## src/pkg/aesc_pkg.sv

```systemverilog
// Constants for the error severity and correctable status register pair.
// Assumes a 32-bit AXI4-Lite register bus with byte addresses.
package aesc_pkg;

  // ----------------------------------------
  // Bus
  // ----------------------------------------
  localparam int          AESC_ADDR_W    = 12;
  localparam logic [1:0]  AESC_RESP_OKAY = 2'h0;
  localparam logic [1:0]  AESC_RESP_SLV  = 2'h2;
  localparam logic [31:0] AESC_ZERO      = 32'h0000_0000;

  // ----------------------------------------
  // Register map
  // ----------------------------------------
  localparam logic [11:0] AESC_UES_ADDR  = 12'h10c;
  localparam logic [11:0] AESC_CES_ADDR  = 12'h110;

  // Severity: bits 0,4,5,12,13,16-20 writable; 14,15 and reserved read zero.
  localparam logic [31:0] AESC_UES_WMASK = 32'h001f_3031;
  // Severity reset: bits 4,5,13,17,18 set.
  localparam logic [31:0] AESC_UES_RESET = 32'h0006_2030;
  // Event positions that take part in classification (bit 0 excluded).
  localparam logic [31:0] AESC_UES_EVMSK = 32'h001f_3030;
  // Status: bits 0,6,7,8,12,13 implemented.
  localparam logic [31:0] AESC_CES_WMASK = 32'h0000_31c1;
  localparam logic [31:0] AESC_CES_RESET = 32'h0000_0000;

  // ----------------------------------------
  // Correctable status bit positions
  // ----------------------------------------
  localparam int AESC_COR_RECEIVER = 0;
  localparam int AESC_COR_BAD_TLP  = 6;
  localparam int AESC_COR_BAD_LINK = 7;
  localparam int AESC_COR_ROLLOVER = 8;
  localparam int AESC_COR_REPLAYTO = 12;
  localparam int AESC_COR_ADVISORY = 13;

  // ----------------------------------------
  // Bus state machines
  // ----------------------------------------
  typedef enum logic {AESC_WR_IDLE, AESC_WR_RESP} aesc_wr_state_t;
  typedef enum logic {AESC_RD_IDLE, AESC_RD_RESP} aesc_rd_state_t;

endpackage

```

## src/design/aesc_regs.sv

```systemverilog
// Uncorrectable error severity and correctable error status registers.
// Assumes events arrive as one-cycle pulses on CLK_I, and that the mask
// registers live elsewhere and are presented here as levels.
// Function
// RULE_01: Unmasked uncorrectable event with severity one reports fatal, else non-fatal.
// RULE_02: Severity applies only to events whose uncorrectable mask bit is clear.
// RULE_03: Severity bit 4, link protocol fault, read-write sticky, resets one.
// RULE_04: Severity bit 5, surprise link loss, read-write sticky, resets one.
// RULE_05: Severity bit 12, poisoned packet, read-write sticky, resets zero.
// RULE_06: Severity bit 13, flow credit protocol fault, read-write sticky, resets one.
// RULE_07: Severity bit 14, completion timeout, read-only zero.
// RULE_08: Severity bit 15, completer abort, read-only zero.
// RULE_09: Severity bit 16, unexpected completion, read-write sticky, resets zero.
// RULE_10: Severity bit 17, receive overflow, read-write sticky, resets one.
// RULE_11: Severity bit 18, bad format packet, read-write sticky, resets one.
// RULE_12: Severity bit 19, end-to-end CRC, read-write sticky, resets zero.
// RULE_13: Severity bit 20, unsupported request, read-write sticky, resets zero.
// RULE_14: Severity bit 0 is plain sticky storage, resets zero, no effect.
// RULE_15: Status bit 0 sets on a physical layer receiver fault.
// RULE_16: Status bit 6 sets on bad transaction packet, bit 7 on bad link packet.
// RULE_17: Status bit 8 sets when the replay count rolls over.
// RULE_18: Status bit 12 sets when the replay timer expires.
// RULE_19: Status bit 13 sets on an advisory non-fatal error.
// RULE_20: Masked uncorrectable event is neither logged nor reported.
// RULE_21: Masked correctable event is not reported.
// RULE_22: Status cleared by writing one; sticky bits survive all but power-on reset.
// RULE_23: Reserved bits read zero and ignore writes.

`timescale 1ns/10ps

module aesc_regs
  import aesc_pkg::*;
(
  input  wire logic                   CLK_I,
  input  wire logic                   RST_N_I,
  input  wire logic                   HOT_RST_N_I,
  input  wire logic                   S_AXI_AWVALID_I,
  output logic                        S_AXI_AWREADY_O,
  input  wire logic [AESC_ADDR_W-1:0] S_AXI_AWADDR_I,
  input  wire logic                   S_AXI_WVALID_I,
  output logic                        S_AXI_WREADY_O,
  input  wire logic [31:0]            S_AXI_WDATA_I,
  input  wire logic [3:0]             S_AXI_WSTRB_I,
  output logic                        S_AXI_BVALID_O,
  input  wire logic                   S_AXI_BREADY_I,
  output logic [1:0]                  S_AXI_BRESP_O,
  input  wire logic                   S_AXI_ARVALID_I,
  output logic                        S_AXI_ARREADY_O,
  input  wire logic [AESC_ADDR_W-1:0] S_AXI_ARADDR_I,
  output logic                        S_AXI_RVALID_O,
  input  wire logic                   S_AXI_RREADY_I,
  output logic [31:0]                 S_AXI_RDATA_O,
  output logic [1:0]                  S_AXI_RRESP_O,
  input  wire logic [31:0]            UNC_EVENT_I,
  input  wire logic [31:0]            UNCORRECTABLE_ERROR_MASK_I,
  input  wire logic [31:0]            CORRECTABLE_ERROR_MASK_I,
  input  wire logic                   RECEIVER_FAULT_I,
  input  wire logic                   BAD_TRANSACTION_PACKET_I,
  input  wire logic                   BAD_LINK_PACKET_I,
  input  wire logic                   REPLAY_COUNT_ROLLOVER_I,
  input  wire logic                   REPLAY_TIMER_EXPIRY_I,
  input  wire logic                   ADVISORY_NONFATAL_I,
  output logic                        FATAL_REPORT_O,
  output logic                        NONFATAL_REPORT_O,
  output logic [31:0]                 UNC_LOG_O,
  output logic                        COR_REPORT_O
);

  // ----------------------------------------
  // Helpers
  // ----------------------------------------
  function automatic logic [31:0] strb_mask(input logic [3:0] s);
    return {{8{s[3]}}, {8{s[2]}}, {8{s[1]}}, {8{s[0]}}};
  endfunction

  function automatic logic hits(input logic [AESC_ADDR_W-1:0] a,
                                input logic [11:0] r);
    return a[AESC_ADDR_W-1:2] == r[AESC_ADDR_W-1:2];
  endfunction

  // ----------------------------------------
  // Write channel
  // ----------------------------------------
  aesc_wr_state_t         wr_state;
  aesc_wr_state_t         next_wr_state;
  logic                   aw_got;
  logic                   next_aw_got;
  logic                   w_got;
  logic                   next_w_got;
  logic [AESC_ADDR_W-1:0] aw_addr;
  logic [AESC_ADDR_W-1:0] next_aw_addr;
  logic [31:0]            w_data;
  logic [31:0]            next_w_data;
  logic [3:0]             w_strb;
  logic [3:0]             next_w_strb;
  logic [1:0]             bresp;
  logic [1:0]             next_bresp;
  logic                   wr_fire;
  logic [AESC_ADDR_W-1:0] wr_addr;
  logic [31:0]            wr_bits;
  logic [31:0]            wr_bmask;

  assign S_AXI_AWREADY_O = (wr_state == AESC_WR_IDLE) && !aw_got;
  assign S_AXI_WREADY_O  = (wr_state == AESC_WR_IDLE) && !w_got;
  assign S_AXI_BVALID_O  = (wr_state == AESC_WR_RESP);
  assign S_AXI_BRESP_O   = bresp;

  always_comb begin
    logic aw_fire;
    logic w_fire;
    logic [31:0] wd;
    logic [3:0] ws;
    aw_fire       = S_AXI_AWVALID_I && S_AXI_AWREADY_O;
    w_fire        = S_AXI_WVALID_I && S_AXI_WREADY_O;
    wd            = w_fire ? S_AXI_WDATA_I : w_data;
    ws            = w_fire ? S_AXI_WSTRB_I : w_strb;
    wr_addr       = aw_fire ? S_AXI_AWADDR_I : aw_addr;
    wr_bmask      = strb_mask(ws);
    wr_bits       = wd & wr_bmask;
    wr_fire       = 1'b0;
    next_wr_state = wr_state;
    next_aw_got   = aw_got || aw_fire;
    next_w_got    = w_got || w_fire;
    next_aw_addr  = aw_fire ? S_AXI_AWADDR_I : aw_addr;
    next_w_data   = wd;
    next_w_strb   = ws;
    next_bresp    = bresp;
    case (wr_state)
      AESC_WR_IDLE: begin
        if (next_aw_got && next_w_got) begin
          wr_fire       = 1'b1;
          next_aw_got   = 1'b0;
          next_w_got    = 1'b0;
          next_wr_state = AESC_WR_RESP;
          next_bresp    = (hits(wr_addr, AESC_UES_ADDR) || hits(wr_addr, AESC_CES_ADDR))
                          ? AESC_RESP_OKAY : AESC_RESP_SLV;
        end
      end
      AESC_WR_RESP: begin
        if (S_AXI_BREADY_I) begin
          next_wr_state = AESC_WR_IDLE;
        end
      end
      default: begin
        next_wr_state = AESC_WR_IDLE;
      end
    endcase
    if (!HOT_RST_N_I) begin
      wr_fire       = 1'b0;
      next_wr_state = AESC_WR_IDLE;
      next_aw_got   = 1'b0;
      next_w_got    = 1'b0;
    end
  end

  always_ff @(posedge CLK_I or negedge RST_N_I) begin
    if (!RST_N_I) begin
      wr_state <= AESC_WR_IDLE;
      aw_got   <= 1'b0;
      w_got    <= 1'b0;
      aw_addr  <= '0;
      w_data   <= AESC_ZERO;
      w_strb   <= '0;
      bresp    <= AESC_RESP_OKAY;
    end else begin
      wr_state <= next_wr_state;
      aw_got   <= next_aw_got;
      w_got    <= next_w_got;
      aw_addr  <= next_aw_addr;
      w_data   <= next_w_data;
      w_strb   <= next_w_strb;
      bresp    <= next_bresp;
    end
  end

  // ----------------------------------------
  // Sticky registers
  // ----------------------------------------
  // Only the power-on reset touches these; the hot reset leaves them alone.
  logic [31:0] sev;
  logic [31:0] next_sev;
  logic [31:0] ces;
  logic [31:0] next_ces;
  logic [31:0] cor_set;
  logic [31:0] ces_clr;

  always_comb begin
    cor_set = AESC_ZERO;
    cor_set[AESC_COR_RECEIVER] = RECEIVER_FAULT_I;          // see RULE_15
    cor_set[AESC_COR_BAD_TLP]  = BAD_TRANSACTION_PACKET_I;  // see RULE_16
    cor_set[AESC_COR_BAD_LINK] = BAD_LINK_PACKET_I;         // see RULE_16
    cor_set[AESC_COR_ROLLOVER] = REPLAY_COUNT_ROLLOVER_I;   // see RULE_17
    cor_set[AESC_COR_REPLAYTO] = REPLAY_TIMER_EXPIRY_I;     // see RULE_18
    cor_set[AESC_COR_ADVISORY] = ADVISORY_NONFATAL_I;       // see RULE_19
    ces_clr  = (wr_fire && hits(wr_addr, AESC_CES_ADDR)) ? wr_bits : AESC_ZERO;
    // A set arriving with its clear wins.
    next_ces = ((ces & ~ces_clr) | cor_set) & AESC_CES_WMASK;  // see RULE_22
    next_sev = sev;
    if (wr_fire && hits(wr_addr, AESC_UES_ADDR)) begin
      // Only enabled bytes of implemented bits change; 14, 15 and reserved stay zero.
      next_sev = (sev & ~(wr_bmask & AESC_UES_WMASK))
                 | (wr_bits & AESC_UES_WMASK);  // see RULE_07 see RULE_08 see RULE_23
    end
  end

  always_ff @(posedge CLK_I or negedge RST_N_I) begin
    if (!RST_N_I) begin  // see RULE_09 see RULE_10 see RULE_11 see RULE_12
      sev <= AESC_UES_RESET;  // see RULE_03 see RULE_04 see RULE_05 see RULE_06
      ces <= AESC_CES_RESET;  // see RULE_22
    end else begin
      sev <= next_sev;        // see RULE_13 see RULE_14
      ces <= next_ces;
    end
  end

  // ----------------------------------------
  // Read channel
  // ----------------------------------------
  aesc_rd_state_t rd_state;
  aesc_rd_state_t next_rd_state;
  logic [31:0]    rdata;
  logic [31:0]    next_rdata;
  logic [1:0]     rresp;
  logic [1:0]     next_rresp;
  logic           ar_fire;

  assign S_AXI_ARREADY_O = (rd_state == AESC_RD_IDLE);
  assign S_AXI_RVALID_O  = (rd_state == AESC_RD_RESP);
  assign S_AXI_RDATA_O   = rdata;
  assign S_AXI_RRESP_O   = rresp;
  assign ar_fire         = S_AXI_ARVALID_I && S_AXI_ARREADY_O;

  always_comb begin
    next_rd_state = rd_state;
    next_rdata    = rdata;
    next_rresp    = rresp;
    case (rd_state)
      AESC_RD_IDLE: begin
        if (ar_fire) begin
          next_rd_state = AESC_RD_RESP;
          next_rresp    = AESC_RESP_OKAY;
          if (hits(S_AXI_ARADDR_I, AESC_UES_ADDR)) begin
            next_rdata = sev & AESC_UES_WMASK;  // see RULE_23
          end else if (hits(S_AXI_ARADDR_I, AESC_CES_ADDR)) begin
            next_rdata = ces & AESC_CES_WMASK;
          end else begin
            next_rdata = AESC_ZERO;
            next_rresp = AESC_RESP_SLV;
          end
        end
      end
      AESC_RD_RESP: begin
        if (S_AXI_RREADY_I) begin
          next_rd_state = AESC_RD_IDLE;
        end
      end
      default: begin
        next_rd_state = AESC_RD_IDLE;
      end
    endcase
    if (!HOT_RST_N_I) begin
      next_rd_state = AESC_RD_IDLE;
    end
  end

  always_ff @(posedge CLK_I or negedge RST_N_I) begin
    if (!RST_N_I) begin
      rd_state <= AESC_RD_IDLE;
      rdata    <= AESC_ZERO;
      rresp    <= AESC_RESP_OKAY;
    end else begin
      rd_state <= next_rd_state;
      rdata    <= next_rdata;
      rresp    <= next_rresp;
    end
  end

  // ----------------------------------------
  // Error classification and reporting
  // ----------------------------------------
  logic [31:0] unc_live;
  logic        next_fatal;
  logic        next_nonfatal;
  logic [31:0] next_log;
  logic        next_cor;

  always_comb begin
    unc_live      = UNC_EVENT_I & ~UNCORRECTABLE_ERROR_MASK_I & AESC_UES_EVMSK;  // see RULE_02
    next_fatal    = |(unc_live & sev);        // see RULE_01
    next_nonfatal = |(unc_live & ~sev);       // see RULE_01
    next_log      = unc_live;                 // see RULE_20
    next_cor      = |(cor_set & ~CORRECTABLE_ERROR_MASK_I);  // see RULE_21
    if (!HOT_RST_N_I) begin
      next_fatal    = 1'b0;
      next_nonfatal = 1'b0;
      next_log      = AESC_ZERO;
      next_cor      = 1'b0;
    end
  end

  always_ff @(posedge CLK_I or negedge RST_N_I) begin
    if (!RST_N_I) begin
      FATAL_REPORT_O    <= 1'b0;
      NONFATAL_REPORT_O <= 1'b0;
      UNC_LOG_O         <= AESC_ZERO;
      COR_REPORT_O      <= 1'b0;
    end else begin
      FATAL_REPORT_O    <= next_fatal;
      NONFATAL_REPORT_O <= next_nonfatal;
      UNC_LOG_O         <= next_log;
      COR_REPORT_O      <= next_cor;
    end
  end
endmodule

```

## config.mk

```make
export PLATFORM = sky130hd
export DESIGN_NAME = aesc_regs
export DESIGN_NICKNAME = d
export VERILOG_FILES = /design/src/pkg/aesc_pkg.sv /design/src/design/aesc_regs.sv
export SDC_FILE = /design/constraint.sdc
export NUM_CORES = 1
export LEC_CHECK = 0
export BUFFER_PORTS_ARGS = -buffer_cell sky130_fd_sc_hd__buf_2
export CORE_AREA = 4 4 96 98
export CTS_BUF_LIST = sky130_fd_sc_hd__clkbuf_8
export DETAILED_ROUTE_END_ITERATION = 12
export DIE_AREA = 0 0 100 102
export GPL_TIMING_DRIVEN = 0
export HOLD_SLACK_MARGIN = 0.06
export PLACE_DENSITY = 0.9
export SYNTH_ARGS = -nofsm -noshare
export SYNTH_HDL_FRONTEND = slang
export SYNTH_SLANG_ARGS = --single-unit
```

## constraint.sdc

```tcl
create_clock -name CLK_I -period 2.1 [get_ports CLK_I]
set_input_delay 0.105 -clock CLK_I [delete_from_list [all_inputs] [get_ports CLK_I]]
set_output_delay 0.105 -clock CLK_I [all_outputs]
set_load 0.05 [all_outputs]
```

==> impl_summary.log, run 1 <==
INFO  metric critical_path.n_buffers_inverters = 0
INFO  metric final_number_of_max_transition_violations = 0
INFO  metric grt_pass1_vias = ~3,100
INFO  metric p_per_area = ~660 mW/mm2
INFO  metric max-clock-path-buffers = 2
INFO  metric gpl.final_weighted_congestion = between 0.8 and 0.9
INFO  metric design.portCount = about 250
INFO  metric worstSkewPairLatency = between 300 and 400 ps
INFO  metric result_of_the_run = complete, no violations
INFO  metric internal_power = around 2.3 mW
INFO  metric dpl_cell_area = around 0.0043 mm2
INFO  metric design.die.area = 0.01020 mm2
INFO  metric synth-seq-area-share = 0.5202
INFO  metric worst_setup_path_startpoint = aw_addr[7]
INFO  metric post-synth-top-area-fraction = 0.4830
INFO  metric route.antenna.remaining_nets = 0
INFO  metric path_class = reg2reg
INFO  metric pin_count_of_the_biggest_net_entering_global_routing = between 70 and 80
INFO  metric worst_setup_hold_path_clk_slew = ~90 ps
INFO  metric clock_tree_from_tritoncts = built
INFO  metric die_height = a little over 100 um
INFO  metric switching_power = between 1 and 1.5 mW
INFO  metric detailedRoute.firstIterationViolations = 95
INFO  metric antenna_found_initial = 0
INFO  metric critPathRequiredTime = between 2000 and 2500 ps
INFO  metric start_kind = flop
INFO  metric netlist_area = between 0.003 and 0.004 mm2
INFO  metric hpwlAfterDp = roughly 6600 um
INFO  metric slew-limit-headroom = 0.3866
INFO  metric count_of_nets_after_finishing = approximately 670
INFO  metric sequentialPowerShare = 0.471
INFO  metric yosysTopAreaCell = sky130_fd_sc_hd__dfrtp_1
INFO  metric ys_dominant_reg_cell = sky130_fd_sc_hd__dfrtp_1
INFO  metric critical_path.reg2reg.startpoint = aw_addr[7]
INFO  metric fraction_of_power_spent_switching_nets = 0.3192
INFO  metric grt_setup_unrepaired = false
INFO  metric worst_slew_pin_tran = about 920 ps
INFO  metric grt_usage = 0.1807
INFO  metric max-vdd-ir-drop = between 300 and 400 uV
INFO  metric starting_density_of_the_core = 0.4162
INFO  metric wire_per_inst = 15.24 um
INFO  metric post-route-util = 0.5912
INFO  metric regToRegSetupSlack = ~110 ps
INFO  metric finalHoldViolCount = 0
INFO  metric drt_pass1_iterations = 7
INFO  metric crit_fanout = 5
INFO  metric worst_hold_margin = roughly 85 ps
INFO  metric wire_length_of_the_first_global_routing_pass = between 10,000 and 15,000 um
INFO  metric ff2ff_path_depth = 5
INFO  metric critPathMaxStageDelay = ~560 ps
INFO  metric leakagePower = around 2.6 nW
INFO  metric drcViolationCount = 0
INFO  metric yosys_warnings = 0
INFO  metric htreeDepth = 3
INFO  metric max_clock_freq = ~500 MHz
INFO  metric setup_tns = 0 ps
INFO  metric critical_path_cell_list = or4b_4 > nor3_4 > o211ai_2 > nand2b_4 > mux2_4
INFO  metric async_flop_share = 1.000
INFO  metric edff_count_synth = 0
INFO  metric synth-seq-cells = 73
INFO  metric post_synth_main_area_contributors = sky130_fd_sc_hd__dfrtp_1 (48%), sky130_fd_sc_hd__buf_4 (9.4%), sky130_fd_sc_hd__mux2_2 (8.9%), sky130_fd_sc_hd__dfstp_2 (3.7%), sky130_fd_sc_hd__mux2_4 (2.6%)
INFO  metric dieWidth = roughly 100 um
INFO  metric crit_path_top_delay_cell = sky130_fd_sc_hd__or4b_4
INFO  metric synth_area_per_cell = 12.03 um2
INFO  metric setup-violations-final = 0
INFO  metric netlist-cell-type-count = just over 40
INFO  metric grt-ovfl-total = 0
INFO  metric antenna-diode-count = 0
INFO  metric critical_path.top_delay_family = simple AND/OR/NAND/NOR gates
INFO  metric end_kind = flop
INFO  metric drive_gt1_frac = 0.4289
INFO  metric flow.area_growth_from_synthesis = 42.05%
INFO  metric combinational_group_share_of_total_power = 0.245
INFO  metric io_buffers = between 100 and 150
INFO  metric power.clock.fraction = 0.284
INFO  metric finClkSkew = approximately 17 ps
INFO  metric timing.critical_path.arrival = 2210 ps
INFO  metric dr_total_vias = 2,845
INFO  metric core_area = ~0.0085 mm2
INFO  metric total_power = 3.326 mW
INFO  metric synth_cells = 293
INFO  metric finalInstanceArea = around 0.0050 mm2
INFO  metric fin_crit = 1992 ps
INFO  metric clock-sinks = 73
INFO  metric routed_via_density = 4.634
INFO  metric post-route-period-util = 0.9487
INFO  metric drv.max_cap_violation_count = 0
INFO  metric clockRootBuffer = sky130_fd_sc_hd__clkbuf_8
INFO  metric cts_made_buffers = 9
INFO  metric count_of_cell_instances_traversed_by_the_critical_path = 5
INFO  metric hold_path.class = in2reg
INFO  metric drt-total-wl = approximately 9400 um
INFO  metric std_cell_rows = 34
==> per-layer routing <==
layer / routed length (um) / part of all wire / vias to the layer above / GRT usage
met5: 0 / 0 / - / 0
met3: 707 / 0.076 / 18 / 0.04778
met1: 3713 / 0.40 / 1342 / 0.2047
met2: 4775 / 0.51 / 117 / 0.3284
met4: 163 / 0.017 / 0 / 0.06632
li1: - / - / 1368 / -
==> cells by family (layout without fill, tap and decap cells) <==
| logic type | Yosys count | count (layout) | share of synthesized area |
|---|---|---|---|
| compound gates | 41 | 41 | 0.09056 |
| flops | 73 | 73 | 0.5202 |
| mux | 37 | 37 | 0.1236 |
| buf+inv | 62 | 232 | 0.1133 |
| simple gates | 79 | 79 | 0.1513 |
| other cells | 1 | 44 | 0.001064 |
==> layout make-up <==
cell class,instances,area [um2]
multi-input combinational,201,1461
inverter,13,48.80
sequential,73,1833
fill,690,3461
clock inverter,7,41.29
tap,108,135.1
timing repair buffer,154,1011
clock buffer,9,123.9
buffer,49,350.3
==> metrics by stage <==
stage	std cells	setup WS, ps
3_5_place_dp	549	-24.67
3_3_place_gp	549	-8.656
4_1_cts	614	73.74
6_report	614	107.7
2_1_floorplan	336	7.123
5_1_grt	614	55.45
==> how the worst min path moves through the flow <==
stage / start / end / slack (ps) / depth (start not counted)
after floorplan: RST_N_I / COR_REPORT_O / -190 / 0
after global routing: UNCORRECTABLE_ERROR_MASK_I[17] / UNC_LOG_O[17] / 70 / 2
after CTS: UNCORRECTABLE_ERROR_MASK_I[5] / UNC_LOG_O[5] / 70 / 2
final: UNCORRECTABLE_ERROR_MASK_I[12] / UNC_LOG_O[12] / 90 / 2
after detailed placement: RST_N_I / UNC_LOG_O[19] / 300 / 1
after global placement: REPLAY_COUNT_ROLLOVER_I / ces[8] / 300 / 3
==> cells in the mapped netlist (3+ instances only) <==
cell	n
sky130_fd_sc_hd__a21o_1	3
sky130_fd_sc_hd__buf_4	44
sky130_fd_sc_hd__mux2i_1	3
sky130_fd_sc_hd__dfstp_2	5
sky130_fd_sc_hd__a22o_1	10
sky130_fd_sc_hd__nand3_1	4
sky130_fd_sc_hd__inv_1	13
sky130_fd_sc_hd__mux2_2	28
sky130_fd_sc_hd__a22oi_1	3
sky130_fd_sc_hd__nand3b_1	12
sky130_fd_sc_hd__o21ai_0	5
sky130_fd_sc_hd__and3b_1	10
sky130_fd_sc_hd__a31o_2	3
sky130_fd_sc_hd__nor2_1	10
sky130_fd_sc_hd__dfrtp_1	68
sky130_fd_sc_hd__nor3_1	5
sky130_fd_sc_hd__nor3b_1	12
sky130_fd_sc_hd__nand2_1	14
sky130_fd_sc_hd__mux2_4	6
sky130_fd_sc_hd__o22ai_1	3
sky130_fd_sc_hd__o31a_1	3
sky130_fd_sc_hd__clkbuf_1	4
==> layout by cell type (no fill, tap or decap), drive strengths merged, types with 12 or more instances in the layout <==
master / Yosys / routed
dlygate4sd3: 0 / 46
inv: 13 / 15
mux2: 34 / 34
buf: 45 / 153
nor3b: 14 / 14
nand2: 14 / 14
clkbuf: 4 / 13
conb: 1 / 44
nand3b: 12 / 12
dfrtp: 68 / 68
==> power by group through the flow <==
stage / combinational (mW) / sequential [mW] / clock [mW]
finish: 0.815 / 1.57 / 0.944
global route: 0.873 / 1.58 / 1.05
CTS: 0.808 / 1.57 / 0.972
detailed placement: 0.731 / 1.60 / 0
global placement: 0.709 / 1.59 / 0
floorplan: 0.488 / 1.64 / 0
==> repair_timing <==
action	in CTS	in global routing
buffers inserted	3	0
endpoints found under the setup margin	8	7
resized for setup	1	1
cloned	0	0
hold endpoints to repair	110	0
hold buffers	46	0
pin swaps	2	0
(Power assumes the default switching activity.)
==> run 2, diff against run 1 <==
Settings changed: ABC_AREA set to 1, CORE_AREA 4 4 96 98 to 4 4 98 100, DIE_AREA 0 0 100 102 to 0 0 102 104, SKIP_LAST_GASP set to 1.
==> impl_summary.log, run 2 <==
INFO  metric end_kind = flop
INFO  metric drive_gt1_frac = 0.2930
INFO  metric synth_area_per_cell = slightly above 8 um2
INFO  metric grt-ovfl-total = 0
INFO  metric synth_cells = 458
INFO  metric antenna_found_initial = 1
INFO  metric critical_path.n_buffers_inverters = 3
INFO  metric final_number_of_max_transition_violations = 0
INFO  metric result_of_the_run = complete, no violations
INFO  metric critical_path.top_delay_family = buffers and inverters
INFO  metric timing.hold.worst.start = S_AXI_WDATA_I[0]
INFO  metric design.die.area = about 0.011 mm2
INFO  metric worst_r2r_endpoint = S_AXI_BVALID_O
INFO  metric cts_made_buffers = 9
INFO  metric worst_setup_hold_path_clk_slew = approximately 70 ps
INFO  metric die_height = between 100 and 150 um
INFO  metric max-vdd-ir-drop = slightly below 300 uV
INFO  metric critPathRequiredTime = approximately 2400 ps
INFO  metric grt_pass1_vias = ~3,500
INFO  metric critPathMaxStageDelay = 560 ps
INFO  metric crit_fanout = 10
INFO  metric hold_path.class = in2reg
INFO  metric wire_length_of_the_first_global_routing_pass = ~16,000 um
INFO  metric min_path_cells = 3
INFO  metric count_of_nets_after_finishing = between 800 and 900
INFO  metric timing.critical_path.arrival = 2260 ps
INFO  metric pin_count_of_the_biggest_net_entering_global_routing = between 70 and 80
INFO  metric ff2ff_path_depth = 9
INFO  metric grt_usage = 0.1852
INFO  metric clockRootBuffer = sky130_fd_sc_hd__clkbuf_8
INFO  metric critical_path_cell_list = nor2_4 > nand2_4 > buf_6 > nand2_2 > nand2_2 > nor2_1 > inv_1 > o22ai_1 > dlygate4sd3_1
INFO  metric synth-seq-area-share = 0.4861
INFO  metric worstSkewPairLatency = approximately 350 ps
INFO  metric drt_pass1_iterations = 5
INFO  metric setup-violations-final = 0
INFO  metric core_area = between 0.008 and 0.009 mm2
INFO  metric crit_path_top_delay_cell = sky130_fd_sc_hd__dlygate4sd3_1
INFO  metric starting_density_of_the_core = 0.4345
INFO  metric total_placed_cells_including_tap_cells = slightly above 700
INFO  metric detailedRoute.firstIterationViolations = between 200 and 250
INFO  metric path_class = reg2reg
INFO  metric route.antenna.remaining_nets = 0
INFO  metric ranking_of_synthesized_cells_by_instance_count = sky130_fd_sc_hd__nand2_1 (131), sky130_fd_sc_hd__dfrtp_1 (68), sky130_fd_sc_hd__inv_1 (52)
INFO  metric routed_via_density = ~4.6
INFO  metric gpl.final_weighted_congestion = 0.8360
INFO  metric ff_latch_area = 0.001834 mm2
INFO  metric slew-limit-headroom = 0.4048
INFO  metric hpwlAfterDp = about 7300 um
INFO  metric worst_slew_pin_tran = between 800 and 900 ps
INFO  metric timing.critical_path.mode_cell = sky130_fd_sc_hd__nand2_2
INFO  metric most-common-layout-cells = sky130_fd_sc_hd__nand2_1 (131), sky130_fd_sc_hd__buf_2 (106), sky130_fd_sc_hd__dfrtp_1 (67)
INFO  metric critical_path.reg2reg.startpoint = S_AXI_BVALID_O
INFO  metric min_to = w_data[0]
INFO  metric filler_cell_count = about 700
INFO  metric synth.most_common_cell = sky130_fd_sc_hd__nand2_1
INFO  metric start_kind = flop
INFO  metric synth-seq-cells = 73
INFO  metric p_per_area = ~770 mW/mm2
INFO  metric total_power = a little over 4 mW
INFO  metric post_synth_main_area_contributors = sky130_fd_sc_hd__dfrtp_1 (45%), sky130_fd_sc_hd__nand2_1 (13%), sky130_fd_sc_hd__buf_4 (8.8%), sky130_fd_sc_hd__inv_1 (5.2%), sky130_fd_sc_hd__nand4_1 (4.1%)
INFO  metric drv.max_cap_violation_count = 0
INFO  metric layout.cells.most_common = sky130_fd_sc_hd__nand2_1
INFO  metric edff_count_synth = 0
INFO  metric flow.area_growth_from_synthesis = 39.55%
INFO  metric multi_input_area = approximately 0.0015 mm2
INFO  metric netlist_area = around 0.0038 mm2
INFO  metric drcViolationCount = 0
INFO  metric finalHoldViolCount = 0
INFO  metric clock_tree_from_tritoncts = built
INFO  metric regToRegSetupSlack = 120 ps
INFO  metric post-route-period-util = 0.9419
INFO  metric post-synth-top-area-fraction = 0.4512
INFO  metric io_buffers = between 100 and 150
INFO  metric leakagePower = just under 3 nW
INFO  metric stdcell_count = slightly below 800
INFO  metric design.portCount = approximately 250
INFO  metric netlist-cell-type-count = 34
INFO  metric clock-sinks = 73
INFO  metric htreeDepth = 3
INFO  metric dieWidth = a little over 100 um
INFO  metric worst_setup_path_startpoint = S_AXI_BVALID_O
INFO  metric grt_setup_unrepaired = false
INFO  metric wire_per_inst = roughly 13 um
INFO  metric fin_crit = 1978 ps
INFO  metric yosys_warnings = 0
INFO  metric finalInstanceArea = around 0.0053 mm2
INFO  metric finClkSkew = between 10 and 15 ps
INFO  metric max_clock_freq = 505.6 MHz
INFO  metric drt-total-wl = approximately 10,000 um
INFO  metric yosysTopAreaCell = sky130_fd_sc_hd__dfrtp_1
INFO  metric ys_dominant_reg_cell = sky130_fd_sc_hd__dfrtp_1
INFO  metric setup_tns = 0 ps
INFO  metric std_cell_rows = 34
INFO  metric dpl_cell_area = around 0.0046 mm2
INFO  metric dr_total_vias = between 3,000 and 4,000
INFO  metric max-clock-path-buffers = 2
INFO  metric async_flop_share = 1.000
run 2: tightest hold or removal path, delay by kind of cell:
kind / cells / cell delay, ps
compound gates: 1 / 100
buf+inv: 2 / 170
run 2: layout make-up:
| type | instances | area share |
|---|---|---|
| plain buffers | 55 | 0.07703 |
| well taps | 108 | 0.02568 |
| flip-flops and latches | 73 | 0.3485 |
| diodes | 1 | 0.0004755 |
| clock inverters | 4 | 0.003804 |
| repair buffers | 152 | 0.1897 |
| inverters | 54 | 0.03947 |
| clock buffers | 12 | 0.03138 |
| multi-input cells | 319 | 0.2839 |
run 2: how the worst max path moves through the flow:
| stage | end | slack, ps | depth (start not counted) |
|---|---|---|---|
| global placement | flop | 200 | 11 |
| detailed placement | flop | 130 | 11 |
| global route | S_AXI_BVALID_O | 30 | 9 |
| finish | S_AXI_BVALID_O | 120 | 9 |
| CTS | flop | 100 | 11 |
| floorplan | flop | 10 | 8 |
run 2: where the power goes:
| part | total [mW] | switching, mW | internal, mW |
|---|---|---|---|
| registers | 1.68 | 0.0895 | 1.59 |
| clock network | 1.01 | 0.491 | 0.516 |
| logic | 1.35 | 0.912 | 0.436 |
run 2: metrics by stage:
step	utilization	hold WS, ps	setup WS, ps
detailed placement	0.5296	280.1	128.6
global placement	0.5293	321.8	196.1
global route	0.6061	83.02	27.22
floorplan	-	-190.6	14.87
finish	0.6064	78.92	122.0
CTS	0.6040	66.60	101.9
run 2: metal layers:
metal  vias up  global-route usage  routed length (um)
met1      1592              0.2234                4123
met3        24             0.04091                 749
met4         2             0.07404                 258
met5         -                   0                  14
met2       147              0.3157                4872
li1       1789                   -                   -
run 2: kinds of logic (layout without fill, tap and decap cells):
logic type / count (synthesis) / in the layout / share of synthesized area
compound gates: 40 / 40 / 0.06371
buf+inv: 109 / 277 / 0.1626
flops: 73 / 73 / 0.4861
other cells: 1 / 45 / 0.0009944
simple gates: 235 / 235 / 0.2867
run 2: what timing repair did:
item,CTS,global route
resized for setup,0,2
hold buffers,46,0
buffers inserted,0,2
endpoints found under the setup margin,0,4
hold endpoints to repair,103,0
